**config.mk**
```make
export PLATFORM = sky130hd
export DESIGN_NAME = monitor_adc_io_balance_ctrl
export DESIGN_NICKNAME = d
export VERILOG_FILES = /design/src/monitor_ctrl_pkg.sv /design/src/monitor_adc_io_balance_ctrl.sv
export SDC_FILE = /design/constraint.sdc
export NUM_CORES = 1
export LEC_CHECK = 0
export BUFFER_PORTS_ARGS = -buffer_cell sky130_fd_sc_hd__buf_4
export CAP_MARGIN = 30
export CORE_ASPECT_RATIO = 2
export CORE_MARGIN = 8
export CORE_UTILIZATION = 35
export CTS_CLUSTER_SIZE = 16
export DETAILED_ROUTE_END_ITERATION = 12
export PLACE_DENSITY = 0.59
export SLEW_MARGIN = 10
export SYNTH_ARGS = -nofsm -noshare
export SYNTH_HDL_FRONTEND = slang
export SYNTH_SLANG_ARGS = --single-unit
```
**constraint.sdc**
```tcl
create_clock -name ref_clk -period 3.7 [get_ports ref_clk]
set_input_delay 0.555 -clock ref_clk [delete_from_list [all_inputs] [get_ports ref_clk]]
set_output_delay 0.555 -clock ref_clk [all_outputs]
set_load 0.005 [all_outputs]
```
**src/monitor_ctrl_pkg.sv**
```systemverilog
// package: register map, field layout, reset values and carriers of the monitor control bank
package monitor_ctrl_pkg;

    // register offsets
    localparam logic [7:0] CONVERTER_CONTROL_ADDR      = 8'h30;
    localparam logic [7:0] PIN_AND_POWER_CONTROL_ADDR  = 8'h31;
    localparam logic [7:0] BALANCE_OUTPUT_CONTROL_ADDR = 8'h32;
    localparam logic [7:0] CONVERSION_TRIGGER_ADDR     = 8'h34;

    // converter_control fields
    localparam int CONVERSION_TRIGGER_FORCE_ON_BIT = 6;
    localparam int TEMP_SEL_HI       = 5;
    localparam int TEMP_SEL_LO       = 4;
    localparam int GEN_ANALOG_BIT    = 3;
    localparam int CELL_SEL_HI       = 2;
    localparam int CELL_SEL_LO       = 0;

    // pin_and_power_control fields
    localparam int AUX_OUTPUT_BIT    = 7;
    localparam int GPIO_DRIVE_BIT    = 6;
    localparam int GPIO_LEVEL_BIT    = 5;
    localparam int SLEEP_BIT         = 2;
    localparam int THERM_RET_HI      = 1;
    localparam int THERM_RET_LO      = 0;

    // balance_output_control and trigger fields
    localparam int BALANCE_HI        = 5;
    localparam int TRIGGER_BIT       = 0;

    // widths and codes
    localparam int CELL_COUNT        = 6;
    localparam logic [2:0] CELL_CODE_MAX = 3'h5;

    // reset values
    localparam logic [7:0] CONVERTER_CONTROL_RST = 8'h00;
    localparam logic [7:0] PIN_POWER_CONTROL_RST = 8'h40;
    localparam logic [7:0] BALANCE_CONTROL_RST   = 8'h00;

    // writable masks: reserved bits store nothing and read zero
    localparam logic [7:0] CONVERTER_CONTROL_MASK = 8'h7f;
    localparam logic [7:0] PIN_POWER_WRITE_MASK   = 8'hc7;
    localparam logic [7:0] BALANCE_CONTROL_MASK   = 8'h3f;

    // timing
    localparam int  CLK_HZ           = 50_000_000;
    localparam real SLEEP_EXIT_MS    = 1.0;
    localparam int  SLEEP_EXIT_CYCLES = int'(SLEEP_EXIT_MS * real'(CLK_HZ) / 1000.0);
    localparam int  REF_SETTLE_CYCLES = 16;

    // selection handed to the converter at a sequence start
    typedef struct packed {
        logic [1:0] temperature_select;
        logic       general_analog_input;
        logic [5:0] cell_mask;
    } conversion_trigger_select_t;

    typedef enum logic [1:0] {
        CONVERSION_TRIGGER_IDLE   = 2'b00,
        CONVERSION_TRIGGER_SETTLE = 2'b01,
        CONVERSION_TRIGGER_RUN    = 2'b11
    } conversion_trigger_state_t;

endpackage

```
**src/monitor_adc_io_balance_ctrl.sv**
```systemverilog
// control register bank for the cell monitor converter, pins, sleep and balance outputs
// Behaviour
// - force-on bit keeps converter powered always
// - auto mode: power, settle, convert, power off
// - temperature select picks none, a, b, both
// - general analog input bit includes that input
// - cell code k measures cells 1..k+1
// - aux bit connects aux pin to regulator
// - pin drive bit: 0 pulls low, 1 releases
// - read-only bit reports synchronised pin level
// - sleep bit disables all protection comparators
// - wait 1 ms after sleep clears
// - thermistor return bits connect inputs to ground
// - balance register holds six bits, two reserved
// - balance bit drives its output, default low
// - trigger uses currently programmed converter settings
module monitor_adc_io_balance_ctrl
    import monitor_ctrl_pkg::*;
#(
    parameter int SLEEP_EXIT_CNT = SLEEP_EXIT_CYCLES,
    parameter int SETTLE_CNT     = REF_SETTLE_CYCLES
)
(
    // clock and reset
    input  wire logic                  ref_clk,
    input  wire logic                  rst,
    // register port from the serial interface decoder
    input  wire logic [7:0]            reg_addr,
    input  wire logic [7:0]            reg_wdata,
    input  wire logic                  reg_wr,
    output logic [7:0]                 reg_rdata,
    // converter handshake
    input  wire logic                  conversion_trigger_done,
    output logic                       conversion_trigger_power,
    output logic                       conversion_trigger_start,
    output conversion_trigger_select_t               conversion_trigger_select,
    // pins and analog switches
    input  wire logic                  gpio_i,
    output logic                       gpio_o,
    output logic                       gpio_oe_n,
    output logic                       aux_connect,
    output logic [1:0]                 thermistor_return_switch,
    output logic [CELL_COUNT-1:0]      balance_output_pin,
    // protection comparator enables
    output logic                       comparators_enable
);

    // cell code to mask; illegal codes fall back to cell 1 only
    function automatic logic [5:0] cell_mask_of(input logic [2:0] code);
        logic [5:0] m;
        m = 6'h01;
        if (code <= CELL_CODE_MAX)
        begin
            for (int i = 1; i < CELL_COUNT; i++)
            begin
                if (3'(i) <= code)
                begin
                    m[i] = 1'b1;
                end
            end
        end
        return m;
    endfunction

    // register group
    logic [7:0] conversion_trigger_ctrl_q, conversion_trigger_ctrl_d;
    logic [7:0] pin_ctrl_q,  pin_ctrl_d;
    logic [7:0] bal_ctrl_q,  bal_ctrl_d;
    logic [7:0] rdata_q,     rdata_d;
    logic       trigger_req;

    // pin input synchroniser
    logic       gpio_meta_q, gpio_sync_q;

    always_comb
    begin
        conversion_trigger_ctrl_d = conversion_trigger_ctrl_q;
        pin_ctrl_d  = pin_ctrl_q;
        bal_ctrl_d  = bal_ctrl_q;
        trigger_req = 1'b0;
        if (reg_wr)
        begin
            unique case (reg_addr)
                CONVERTER_CONTROL_ADDR:
                    conversion_trigger_ctrl_d = reg_wdata & CONVERTER_CONTROL_MASK;
                PIN_AND_POWER_CONTROL_ADDR:
                    pin_ctrl_d = reg_wdata & PIN_POWER_WRITE_MASK;
                BALANCE_OUTPUT_CONTROL_ADDR:
                    bal_ctrl_d = reg_wdata & BALANCE_CONTROL_MASK;
                CONVERSION_TRIGGER_ADDR:
                    trigger_req = reg_wdata[TRIGGER_BIT];
                default:
                    ;
            endcase
        end
        // read-back; the pin level bit shows the live synchronised pin
        unique case (reg_addr)
            CONVERTER_CONTROL_ADDR:      rdata_d = conversion_trigger_ctrl_q;
            PIN_AND_POWER_CONTROL_ADDR:
            begin
                rdata_d = pin_ctrl_q;
                rdata_d[GPIO_LEVEL_BIT] = gpio_sync_q;
            end
            BALANCE_OUTPUT_CONTROL_ADDR: rdata_d = bal_ctrl_q;
            default:                     rdata_d = 8'h00;
        endcase
    end

    always_ff @(posedge ref_clk)
    begin
        if (rst)
        begin
            conversion_trigger_ctrl_q <= CONVERTER_CONTROL_RST;
            pin_ctrl_q  <= PIN_POWER_CONTROL_RST;
            bal_ctrl_q  <= BALANCE_CONTROL_RST;
            rdata_q     <= 8'h00;
            gpio_meta_q <= 1'b1;
            gpio_sync_q <= 1'b1;
        end
        else
        begin
            conversion_trigger_ctrl_q <= conversion_trigger_ctrl_d;
            pin_ctrl_q  <= pin_ctrl_d;
            bal_ctrl_q  <= bal_ctrl_d;
            rdata_q     <= rdata_d;
            gpio_meta_q <= gpio_i;
            gpio_sync_q <= gpio_meta_q;
        end
    end

    // pin and switch outputs
    logic                  aux_q, gpio_oe_n_q;
    logic [1:0]            therm_q;
    logic [CELL_COUNT-1:0] bal_q;

    always_ff @(posedge ref_clk)
    begin
        if (rst)
        begin
            aux_q       <= 1'b0;
            gpio_oe_n_q <= 1'b1;
            therm_q     <= 2'h0;
            bal_q       <= '0;
        end
        else
        begin
            aux_q       <= pin_ctrl_d[AUX_OUTPUT_BIT];
            // drive bit 0 enables the low driver; 1 releases for input use
            gpio_oe_n_q <= pin_ctrl_d[GPIO_DRIVE_BIT];
            therm_q     <= pin_ctrl_d[THERM_RET_HI:THERM_RET_LO];
            bal_q       <= bal_ctrl_d[BALANCE_HI:0];
        end
    end

    // sleep and wake-up delay
    logic [$clog2(SLEEP_EXIT_CNT+1)-1:0] wake_cnt_q, wake_cnt_d;
    logic                                cmp_en_q, cmp_en_d;

    always_comb
    begin
        wake_cnt_d = wake_cnt_q;
        cmp_en_d   = cmp_en_q;
        if (pin_ctrl_d[SLEEP_BIT])
        begin
            // comparators go off at once; the wait restarts on each wake
            cmp_en_d   = 1'b0;
            wake_cnt_d = '0;
        end
        else if (!cmp_en_q)
        begin
            // the clearing edge counts as the first wait cycle, so a full
            // SLEEP_EXIT_CNT cycles pass before the comparators return
            if (wake_cnt_q == ($bits(wake_cnt_q))'(SLEEP_EXIT_CNT))
            begin
                cmp_en_d = 1'b1;
            end
            else
            begin
                wake_cnt_d = wake_cnt_q + 1'b1;
            end
        end
    end

    always_ff @(posedge ref_clk)
    begin
        if (rst)
        begin
            wake_cnt_q <= '0;
            cmp_en_q   <= 1'b1;
        end
        else
        begin
            wake_cnt_q <= wake_cnt_d;
            cmp_en_q   <= cmp_en_d;
        end
    end

    // converter power sequencer
    conversion_trigger_state_t                      state_q, state_d;
    logic [$clog2(SETTLE_CNT+1)-1:0]  settle_q, settle_d;
    logic                             power_q, power_d;
    logic                             start_q, start_d;
    conversion_trigger_select_t                     sel_q, sel_d;
    logic                             force_on;

    assign force_on = conversion_trigger_ctrl_q[CONVERSION_TRIGGER_FORCE_ON_BIT];

    always_comb
    begin
        state_d  = state_q;
        settle_d = settle_q;
        start_d  = 1'b0;
        sel_d    = sel_q;
        unique case (state_q)
            CONVERSION_TRIGGER_IDLE:
                if (trigger_req)
                begin
                    // selection frozen at the request from the programmed settings
                    sel_d.temperature_select   = conversion_trigger_ctrl_q[TEMP_SEL_HI:TEMP_SEL_LO];
                    sel_d.general_analog_input = conversion_trigger_ctrl_q[GEN_ANALOG_BIT];
                    sel_d.cell_mask = cell_mask_of(conversion_trigger_ctrl_q[CELL_SEL_HI:CELL_SEL_LO]);
                    settle_d = '0;
                    if (force_on)
                    begin
                        // already powered and settled, so no start-up wait
                        state_d = CONVERSION_TRIGGER_RUN;
                        start_d = 1'b1;
                    end
                    else
                    begin
                        state_d = CONVERSION_TRIGGER_SETTLE;
                    end
                end
            CONVERSION_TRIGGER_SETTLE:
                if (settle_q == ($bits(settle_q))'(SETTLE_CNT - 1))
                begin
                    state_d = CONVERSION_TRIGGER_RUN;
                    start_d = 1'b1;
                end
                else
                begin
                    settle_d = settle_q + 1'b1;
                end
            CONVERSION_TRIGGER_RUN:
                if (conversion_trigger_done)
                begin
                    state_d = CONVERSION_TRIGGER_IDLE;
                end
            default:
                state_d = CONVERSION_TRIGGER_IDLE;
        endcase
        power_d = force_on || (state_d != CONVERSION_TRIGGER_IDLE);
    end

    always_ff @(posedge ref_clk)
    begin
        if (rst)
        begin
            state_q  <= CONVERSION_TRIGGER_IDLE;
            settle_q <= '0;
            power_q  <= 1'b0;
            start_q  <= 1'b0;
            sel_q    <= '0;
        end
        else
        begin
            state_q  <= state_d;
            settle_q <= settle_d;
            power_q  <= power_d;
            start_q  <= start_d;
            sel_q    <= sel_d;
        end
    end

    assign reg_rdata                = rdata_q;
    assign conversion_trigger_power               = power_q;
    assign conversion_trigger_start               = start_q;
    assign conversion_trigger_select              = sel_q;
    assign gpio_o                   = 1'b0;
    assign gpio_oe_n                = gpio_oe_n_q;
    assign aux_connect              = aux_q;
    assign thermistor_return_switch = therm_q;
    assign balance_output_pin       = bal_q;
    assign comparators_enable       = cmp_en_q;

endmodule

```
## Word-level counts from Yosys, hierarchy flattened

Cells that the tools add are included.

| word-level totals | value |
|---|---|
| register bits after elaboration | 67 |
| input port bits | 21 |
| output and inout bits | 31 |
| logic and storage cells | 74 |

| cells by class | value |
|---|---|
| $add $sub $neg | 2 |
| $lt $le $gt $ge | 6 |
| eq/ne operators | 10 |
| multiplexer cells | 26 |
| bitwise logic cells | 2 |
| reductions and logical operators | 10 |

Operators by type and width:

| cell | number |
|---|---|
| $eq 8x6->1 const B | 4 |
| $pmux 8 s3 | 1 |
| $add 16x1->16 const B | 1 |
| $eq 16x16->1 const B | 1 |
| $mux 8 | 2 |
| $mux 5 | 3 |
| $mux 1 | 13 |
| $pmux 5 s2 | 1 |
| $mux 2 | 4 |
| $reduce_and 2->1 | 4 |
| $le 2x3->1 const A | 2 |
| $le 3x3->1 const A | 2 |
| $pmux 2 s3 | 1 |
| $add 5x1->5 const B | 1 |
| $eq 5x4->1 const B | 1 |
| $ne 2x2->1 const B | 2 |
| $reduce_bool 2->1 | 2 |
| $le 1x3->1 const A | 1 |
| $le 3x3->1 const B | 1 |
| $reduce_and 3->1 | 1 |
| $eq 2x1->1 const B | 1 |
| $eq 2x2->1 const B | 1 |
| $logic_not 2->1 | 1 |
| $not 1->1 | 2 |
| 3 further kinds | 3 |

## Longest topological paths before layout

Gate-level depths: netlist of the first run.

| logic depth | value |
|---|---|
| word-level depth | 7 |
| gate-level depth with buffers | 8 |
| mapped depth without buffers | 7 |

## Least setup slack after synthesis of the first run

No wires, ideal clock.

| path | value |
|---|---|
| kind | input to register |
| start | in reg_addr[1] |
| end | reg bal_ctrl_q[0] |
| library setup time | 0.128 ns |
| arrival | 1.784 ns |
| data required time | 3.572 ns |
| slack | 1.788 ns |
| stages | 5 |
| path buffers | 1 |
| path through | buf_4 -> nor4b_1 -> nand3_2 -> mux2i_1 -> nor2_1 |

| on the way | value |
|---|---|
| word-level cells in the longest chain between the ends | 2 |

RTL lines:

| what | RTL line | text |
|---|---|---|
| start, declared | monitor_adc_io_balance_ctrl.sv:28 | `input wire logic [7:0] reg_addr,` |
| $eq 8x6->1 | monitor_adc_io_balance_ctrl.sv:83 | `unique case (reg_addr)` |
| $reduce_and 2->1 (no line) | - |  |
| end signal, assigned | monitor_adc_io_balance_ctrl.sv:124 | `bal_ctrl_q <= bal_ctrl_d;` |
| end, declared | monitor_adc_io_balance_ctrl.sv:68 | `logic [7:0] bal_ctrl_q, bal_ctrl_d;` |

Every way passes these cells.
A chain may end at the register's enable or synchronous reset.

## Worst setup path after layout of the first run

| path | value |
|---|---|
| start | in reg_addr[0] |
| end | reg bal_ctrl_q[4] |

Same word-level chain as after synthesis.

==> metrics.md, run 1 <==
| Metric | Value |
|---|---|
| Power per cell area | 453 mW/mm^2 |
| Pin count of the biggest net entering global routing | 41 |
| Number of sinks on the clock net | 63 |
| GR Util met1 | 12.7% |
| Number of design-rule violations left by the first detailed-router iteration | between 100 and 150 |
| Leakage | 1.42 nW |
| Setup repair after global routing missed its margin | no |
| Clock slew seen by the registers of the worst setup and hold paths | ~0.060 ns |
| Clock tree from TritonCTS | built |
| Clock tree root buffer cell | sky130_fd_sc_hd__clkbuf_16 |
| Share of flip-flops with an asynchronous set or reset | 0% |
| Maximum fanout encountered on the critical timing path | 6 |
| Relative slew slack | between 30% and 40% |
| Synthesized cell area | 0.00270 mm^2 |
| Worst r2r dst | wake_cnt_q[12]$_SDFFE_PP0P_ |
| Synth Flop Type | sky130_fd_sc_hd__dfxtp_1 |
| Worst setup margin | roughly 1.7 ns |
| Leading cell types in the layout, fill and taps excluded | 63 x sky130_fd_sc_hd__dfxtp_1, 52 x sky130_fd_sc_hd__buf_4, 46 x sky130_fd_sc_hd__nor2_1 |
| GRT Residual Overflow | 0 |
| Worst setup slack for register-to-register paths | 1.79 ns |
| Total negative slack | 0 ns |
| Placer Congestion | between 0.8 and 0.9 |
| Maximum achievable frequency | around 510 MHz |
| GRT busiest layer | met2 |
| Fraction of layout cells with a size suffix above 1 | between 20% and 30% |
| Fin Hold WS | 0.410 ns |
| Number of enable flip-flop cells after synthesis | 0 |
| Sequential share of the synthesized area | 46.6% |
| Area growth from synthesis to layout | 27.3% |
| Via count of the first global-routing pass | 2347 |
| Data required time of the critical path | about 3.9 ns |
| Number of standard cells in the layout, taps in and fillers out | 437 |
| Total Die Area | 0.0110 mm^2 |
| Final setup viols | 0 |
| Standard cell area after detailed placement | 0.00314 mm^2 |
| Vert. Die Dim | 140 um |
| Critical Path Start | reg_addr[0] |
| Final WL | around 6.9 mm |
| Met3 capacity usage during global routing | 4.17% |
| Leading cell type in the layout, fill and taps excluded | sky130_fd_sc_hd__dfxtp_1 |
| Initial antenna violation count | 0 |
| Cell Rows | 45 |
| Synthesized netlist cell count | approximately 290 |
| Number of cells in the design after placement | approximately 420 |
| Number of remaining DRC errors | 0 |
| Placed wire-length estimate after detailed placement | 5.20 mm |
| Number of clock buffers inserted by TritonCTS | 9 |
| Via density per instance | 5.10 |
| Count of port buffers added during placement | 50 |
| Clk Latency, worst-skew pair | roughly 0.32 ns |
| Global-route wire length before repair | 11.4 mm |
| Final standard cell area without fillers | 0.00344 mm^2 |
| Least-Margin Pin Slew | 0.964 ns |
| Max-cap check violation count | 0 |
| Worst hold-check path type | in -> reg |
| Via count | 2229 |
| Overall global routing resource usage | 13.1% |
| Yosys synthesis warning count | 0 |
| Buffer count from post-CTS setup fixing | 0 |
| Final-report max-slew violation count | 0 |
| Clock period minus final worst setup slack | 1.98 ns |
| Arrival @ worst endpoint | between 2 and 2.5 ns |
| Fraction of met2 tracks used by global routing | 23.4% |
| Worst R2R Path Depth | 5 |
| Count of TritonRoute iterations in the first routing pass | 4 |
| Die width | a little under 80 um |
| Total Nets Final | 363 |
| Worst voltage drop across the vdd grid | between 0.2 and 0.3 mV |
| Count of pins on the block boundary | 52 |
| Effective utilization at floorplan | 35.8% |
| Post-route fraction of the period consumed by the critical path | 53.5% |
| Post-Synthesis Mean Instance Area | 9.39 um^2 |
| Htree depth | 3 |
| Outcome | complete, no violations |
| Clock buffer depth | 2 |
| Post-route clock skew | 0.00351 ns |
| Critical register-to-register path startpoint | wake_cnt_q[0]$_SDFFE_PP0P_ |
| Post-detailed-route count of antenna-violating nets | 0 |
| Ant. Diodes | 0 |
| Number of nets produced by synthesis | 313 |
| Number of different library cells in the post-synthesis netlist | 53 |
| Number of hold-repair buffers added at the cts stage | 0 |
| Number of synthesized register bits | 63 |
| Worst slack at placement | 1.36 ns |
| Startpoint-to-endpoint class of the critical path | in -> reg |
| Hold Violations, Final | 0 |
| Average wire per standard cell | ~16 um |
| End point of the critical path | bal_ctrl_q[4]$_SDFFE_PP0P_ |
| Area of the core | 0.00754 mm^2 |
| Type of element capturing the critical path | register |
| Cells resized by post-CTS repair | 0 |
| Critical path launch point type | input port |
stage by stage:
stage               power [mW]  util, %
global route              1.61     45.6
finish                    1.56     45.6
floorplan                0.719        -
CTS                       1.58     45.6
detailed placement       0.746     41.7
global placement         0.745     41.7
critical path, cell delays in order:
cell and delay, ns:
sky130_fd_sc_hd__buf_4 0.13, sky130_fd_sc_hd__nor4b_1 0.84, sky130_fd_sc_hd__nand3_2 0.34, sky130_fd_sc_hd__mux2i_1 0.25, sky130_fd_sc_hd__nor2_1 0.06
power by group:
group	switching (mW)	internal, mW	leakage [nW]
combinational	0.0265	0.0231	0.775
sequential	0.000858	0.680	0.508
clock	0.309	0.520	0.138
logic make-up (layout without fill, tap and decap cells):
kind of cell / Yosys count / count (layout) / share of synthesized area, %
other cells: 1 / 1 / 0.139
xor+xnor: 14 / 14 / 4.54
mux: 20 / 20 / 7.45
fa+ha+maj: 4 / 4 / 1.85
simple gates: 127 / 127 / 25.5
buf+inv: 20 / 75 / 3.47
compound gates: 39 / 39 / 10.4
flops: 63 / 63 / 46.6
synth_stat cells, types with 2 or more instances:
master / count / share of area, %
sky130_fd_sc_hd__nor3_1: 7 / 1.3
sky130_fd_sc_hd__buf_2: 3 / 0.56
sky130_fd_sc_hd__ha_1: 4 / 1.9
sky130_fd_sc_hd__nor4_1: 4 / 0.93
sky130_fd_sc_hd__a21oi_1: 15 / 2.8
sky130_fd_sc_hd__inv_1: 7 / 0.97
sky130_fd_sc_hd__xor2_1: 6 / 1.9
sky130_fd_sc_hd__dfxtp_1: 63 / 47
sky130_fd_sc_hd__nor4b_1: 2 / 0.65
sky130_fd_sc_hd__and4_1: 2 / 0.65
sky130_fd_sc_hd__a211o_1: 2 / 0.65
sky130_fd_sc_hd__xnor2_1: 8 / 2.6
sky130_fd_sc_hd__nand2b_1: 2 / 0.46
sky130_fd_sc_hd__nand3_1: 5 / 0.93
sky130_fd_sc_hd__and3_1: 2 / 0.46
sky130_fd_sc_hd__mux2i_1: 19 / 7.0
sky130_fd_sc_hd__or4_1: 2 / 0.56
sky130_fd_sc_hd__a2bb2oi_1: 4 / 1.3
sky130_fd_sc_hd__a22oi_1: 5 / 1.4
sky130_fd_sc_hd__nand4b_1: 3 / 0.97
sky130_fd_sc_hd__buf_4: 4 / 1.1
sky130_fd_sc_hd__a21o_1: 2 / 0.56
sky130_fd_sc_hd__a211oi_1: 3 / 0.83
sky130_fd_sc_hd__or2_2: 2 / 0.46
sky130_fd_sc_hd__nand2_1: 22 / 3.1
sky130_fd_sc_hd__nor2_1: 46 / 6.4
sky130_fd_sc_hd__nand4_1: 6 / 1.4
sky130_fd_sc_hd__nand3_2: 2 / 0.74
sky130_fd_sc_hd__o31ai_1: 2 / 0.56
sky130_fd_sc_hd__nor2b_1: 6 / 1.4
sky130_fd_sc_hd__clkbuf_1: 6 / 0.83
registers in the layout, indices dropped and copies added (netlist names):
name and count:
comparators_enable 1, bal_ctrl_q 6, gpio_meta_q 1, conversion_trigger_ctrl_q 7
conversion_trigger_start 1, conversion_trigger_power 1, wake_cnt_q 16, pin_ctrl_q 5
settle_q 5, state_q 2, gpio_sync_q 1, reg_rdata 8
conversion_trigger_select 9
worst min-delay path by stage:
stage	from	end	slack [ns]	cells after the start
floorplan	gpio_meta_q$_SDFF_PP1_	gpio_sync_q$_SDFF_PP1_	0.39	1
global placement	gpio_meta_q$_SDFF_PP1_	gpio_sync_q$_SDFF_PP1_	0.40	1
detailed placement	gpio_meta_q$_SDFF_PP1_	gpio_sync_q$_SDFF_PP1_	0.41	1
CTS	gpio_i	gpio_meta_q$_SDFF_PP1_	0.40	2
global route	gpio_i	gpio_meta_q$_SDFF_PP1_	0.40	2
finish	gpio_i	gpio_meta_q$_SDFF_PP1_	0.41	2
per-layer routing:
metal	up-vias	wire length (um)
li1	1114	-
met1	1047	2610
met2	57	3760
met3	11	354
met4	0	140
met5	-	0
layout make-up:
| cell class | count | area (um^2) |
|---|---|---|
| fill | 777 | 4100 |
| multi-input combinational | 205 | 1350 |
| sequential | 63 | 1260 |
| timing repair buffer | 52 | 390 |
| clock buffer | 9 | 225 |
| tap | 94 | 118 |
| clock inverter | 7 | 71.3 |
| inverter | 7 | 26.3 |
No activity file was read; power rests on OpenSTA's default activity.
==> run 2, diff against run 1 <==
--- a/config.mk
+++ b/config.mk
@@ -5,6 +5,7 @@
 export SDC_FILE = /design/constraint.sdc
 export NUM_CORES = 1
 export LEC_CHECK = 0
+export ABC_AREA = 1
 export BUFFER_PORTS_ARGS = -buffer_cell sky130_fd_sc_hd__buf_4
 export CAP_MARGIN = 30
 export CORE_ASPECT_RATIO = 2
@@ -12,7 +13,7 @@
 export CORE_UTILIZATION = 35
 export CTS_CLUSTER_SIZE = 16
 export DETAILED_ROUTE_END_ITERATION = 12
-export PLACE_DENSITY = 0.59
+export PLACE_DENSITY = 0.58
 export SLEW_MARGIN = 10
 export SYNTH_ARGS = -nofsm -noshare
 export SYNTH_HDL_FRONTEND = slang
==> constraint.sdc (replaced) <==
create_clock -name ref_clk -period 2 [get_ports ref_clk]
set_input_delay 0.3 -clock ref_clk [delete_from_list [all_inputs] [get_ports ref_clk]]
set_output_delay 0.3 -clock ref_clk [all_outputs]
set_load 0.005 [all_outputs]
==> metrics.md, run 2 <==
| Metric | Value |
|---|---|
| Critical path launch point type | register |
| Total Die Area | about 0.012 mm^2 |
| Yosys synthesis warning count | 0 |
| Total power consumption of the routed design | 2.87 mW |
| Cell Rows | 48 |
| Overall global routing resource usage | 14.6% |
| Ant. Diodes | 0 |
| Fin Hold WS | 0.152 ns |
| Maximum achievable frequency | about 600 MHz |
| Post-route clock skew | 0.00490 ns |
| Placer Congestion | approximately 0.8 |
| Post-detailed-route count of antenna-violating nets | 0 |
| Final WL | between 8 and 9 mm |
| Max-cap check violation count | 0 |
| Cells resized by post-CTS repair | 0 |
| Total negative slack | 0 ns |
| Int Power | 2.21 mW |
| Data required time of the critical path | ~2.3 ns |
| GRT Residual Overflow | 0 |
| Initial antenna violation count | 0 |
| Number of clock buffers inserted by TritonCTS | 9 |
| Synth Flop Type | sky130_fd_sc_hd__dfxtp_1 |
| Vert. Die Dim | 148 um |
| Count of port buffers added during placement | 50 |
| Share of flip-flops with an asynchronous set or reset | 0% |
| Number of different library cells in the post-synthesis netlist | 37 |
| Fillers | 892 |
| Proportion of netlist area held by the largest area contributor | 41.4% |
| Clock tree from TritonCTS | built |
| Area of the core | 0.00853 mm^2 |
| Most repeated cell in the gate-level netlist after synthesis | sky130_fd_sc_hd__nand2_1 |
| Pin count of the biggest net entering global routing | 26 |
| Synthesized netlist cell count | 421 |
| Cells taking the most area after synthesis | sky130_fd_sc_hd__dfxtp_1 41%, sky130_fd_sc_hd__nand2_1 16%, sky130_fd_sc_hd__nand3_1 5.8%, sky130_fd_sc_hd__a21oi_1 4.9%, sky130_fd_sc_hd__nor2_1 4.6% |
| Outcome | complete, no violations |
| Number of hold-repair buffers added at the cts stage | 0 |
| Max FFs per register | 16 |
| Ranking of synthesized cells by instance count | 128 x sky130_fd_sc_hd__nand2_1, 63 x sky130_fd_sc_hd__dfxtp_1, 37 x sky130_fd_sc_hd__nor2_1, 35 x sky130_fd_sc_hd__inv_1, 35 x sky130_fd_sc_hd__nand3_1 |
| Htree depth | 3 |
| Sequential Power Share | between 40% and 50% |
| Via count of the first global-routing pass | 2828 |
| Fraction of layout cells with a size suffix above 1 | 22.4% |
| Leakage | 1.51 nW |
| Switching power share of the total | a little under a quarter |
| Final cell utilization of the core | between 40% and 50% |
| Switching power of the nets | between 0.6 and 0.7 mW |
| Combinational share of power | 3.4% |
| Synthesized cell area | 0.00304 mm^2 |
| Buffer count from post-CTS setup fixing | 0 |
| Startpoint-to-endpoint class of the critical path | reg -> reg |
| Number of nets produced by synthesis | 446 |
| Maximum fanout encountered on the critical timing path | 7 |
| Post-Synthesis Mean Instance Area | 7.23 um^2 |
| Worst hold-check path type | in -> reg |
| Final setup viols | 0 |
| Clock period minus final worst setup slack | 1.65 ns |
| Number of enable flip-flop cells after synthesis | 0 |
| Power per cell area | 758 mW/mm^2 |
| Leading cell types in the layout, fill and taps excluded | 128 x sky130_fd_sc_hd__nand2_1, 63 x sky130_fd_sc_hd__dfxtp_1, 56 x sky130_fd_sc_hd__buf_4 |
| Clk Latency, worst-skew pair | 0.33 ns |
| Clock tree root buffer cell | sky130_fd_sc_hd__clkbuf_16 |
| Number of sinks on the clock net | 63 |
| Arrival @ worst endpoint | 1.91 ns |
| Worst voltage drop across the vdd grid | 0.540 mV |
| Number of synthesized register bits | 63 |
| Number of remaining DRC errors | 0 |
| Hold Violations, Final | 0 |
| Leading cell type in the layout, fill and taps excluded | sky130_fd_sc_hd__nand2_1 |
| Final-report max-slew violation count | 0 |
| Via count | 2842 |
| Average wire per standard cell | roughly 14 um |
| Die width | 81.9 um |
| Effective utilization at floorplan | 35.7% |
| Proportion of power drawn by the clock network | 52.7% |
| Post-synthesis cell type with the largest combined area | sky130_fd_sc_hd__dfxtp_1 |
| Type of element capturing the critical path | register |
| Most flops, register | wake_cnt_q |
| Count of TritonRoute iterations in the first routing pass | 4 |
| Global-route wire length before repair | 13.5 mm |
| Standard cell area after detailed placement | 0.00349 mm^2 |
| Clock slew seen by the registers of the worst setup and hold paths | around 0.06 ns |
| Via density per instance | 4.92 |
| Placed wire-length estimate after detailed placement | 6.39 mm |
| Area growth from synthesis to layout | 24.2% |
| Total Nets Final | 498 |
| Clock buffer depth | 2 |
| Number of design-rule violations left by the first detailed-router iteration | 155 |
| Setup repair after global routing missed its margin | no |
| Final standard cell area without fillers | approximately 0.0038 mm^2 |
| Count of pins on the block boundary | 52 |
| Post-route fraction of the period consumed by the critical path | approximately 83% |
| Sequential share of the synthesized area | 41.4% |
-- run 2: cell types whose count changed after synthesis, sizes merged, moves of 10 or more --
| cell | previous run | this run |
|---|---|---|
| nand2 | 22 | 133 |
| a21oi | 15 | 45 |
| o21ai | 2 | 12 |
| nand3 | 7 | 39 |
| mux2i | 19 | 0 |
| inv | 7 | 37 |
-- run 2: cell type report --
type / count / area [um^2] / share of cell area, %
Timing Repair Buffer: 56 / 420 / 11.1
Sequential cell: 63 / 1260 / 33.4
Inverter: 39 / 149 / 3.94
Clock buffer: 11 / 253 / 6.69
Multi-Input combinational cell: 304 / 1530 / 40.5
Clock inverter: 5 / 38.8 / 1.03
Tap cell: 100 / 125 / 3.31
-- run 2: kinds of logic after synthesis --
family	count (synthesis)	share of synthesized area (%)
xor gates and xnor gates	8	2.30
DFF	63	41.4
and+or+nand+nor	231	33.8
AOI/OAI and AO/OA	60	12.5
buffers and inverters	54	8.22
adders and majority gates	4	1.64
other	1	0.123
-- run 2: metal layers --
metal	wire length, um	track usage [%]
met4	291	8.23
met3	329	3.95
met2	4680	26.6
met1	3050	13.9
met5	0	0
-- run 2: worst max-delay path: stages, from the launching register on --
cell and delay (ns):
sky130_fd_sc_hd__dfxtp_1 0.34, sky130_fd_sc_hd__ha_1 0.22, sky130_fd_sc_hd__nand2_1 0.09, sky130_fd_sc_hd__nor2_1 0.05, sky130_fd_sc_hd__ha_1 0.19, sky130_fd_sc_hd__nor2_1 0.14
sky130_fd_sc_hd__inv_1 0.13, sky130_fd_sc_hd__or2_2 0.29, sky130_fd_sc_hd__a21oi_1 0.13
-- run 2: final timing paths --
kind	from	end	slack [ns]	cells past startpoint
worst max-delay path	settle_q[0]$_SDFFE_PP0P_	settle_q[4]$_SDFFE_PP0P_	0.35	8
worst min-delay path	gpio_i	gpio_meta_q$_SDFF_PP1_	0.15	2
worst max register to register	settle_q[0]$_SDFFE_PP0P_	settle_q[4]$_SDFFE_PP0P_	0.35	8
worst min register to register	gpio_meta_q$_SDFF_PP1_	gpio_sync_q$_SDFF_PP1_	0.41	1
-- run 2: power by group through the flow --
stage / sequential [mW] / clock (mW) / combinational, mW
finish: 1.26 / 1.51 / 0.0965
global placement: 1.29 / 0 / 0.0971
floorplan: 1.29 / 0 / 0.0477
detailed placement: 1.29 / 0 / 0.0973
CTS: 1.26 / 1.55 / 0.0975
global route: 1.26 / 1.61 / 0.106
-- run 2: stage by stage --
stage          setup WS [ns]  std cells
3_3_place_gp           0.312        562
5_1_grt                0.228        578
6_report               0.346        578
2_1_floorplan          0.511        421
3_5_place_dp           0.286        562
4_1_cts                0.344        578
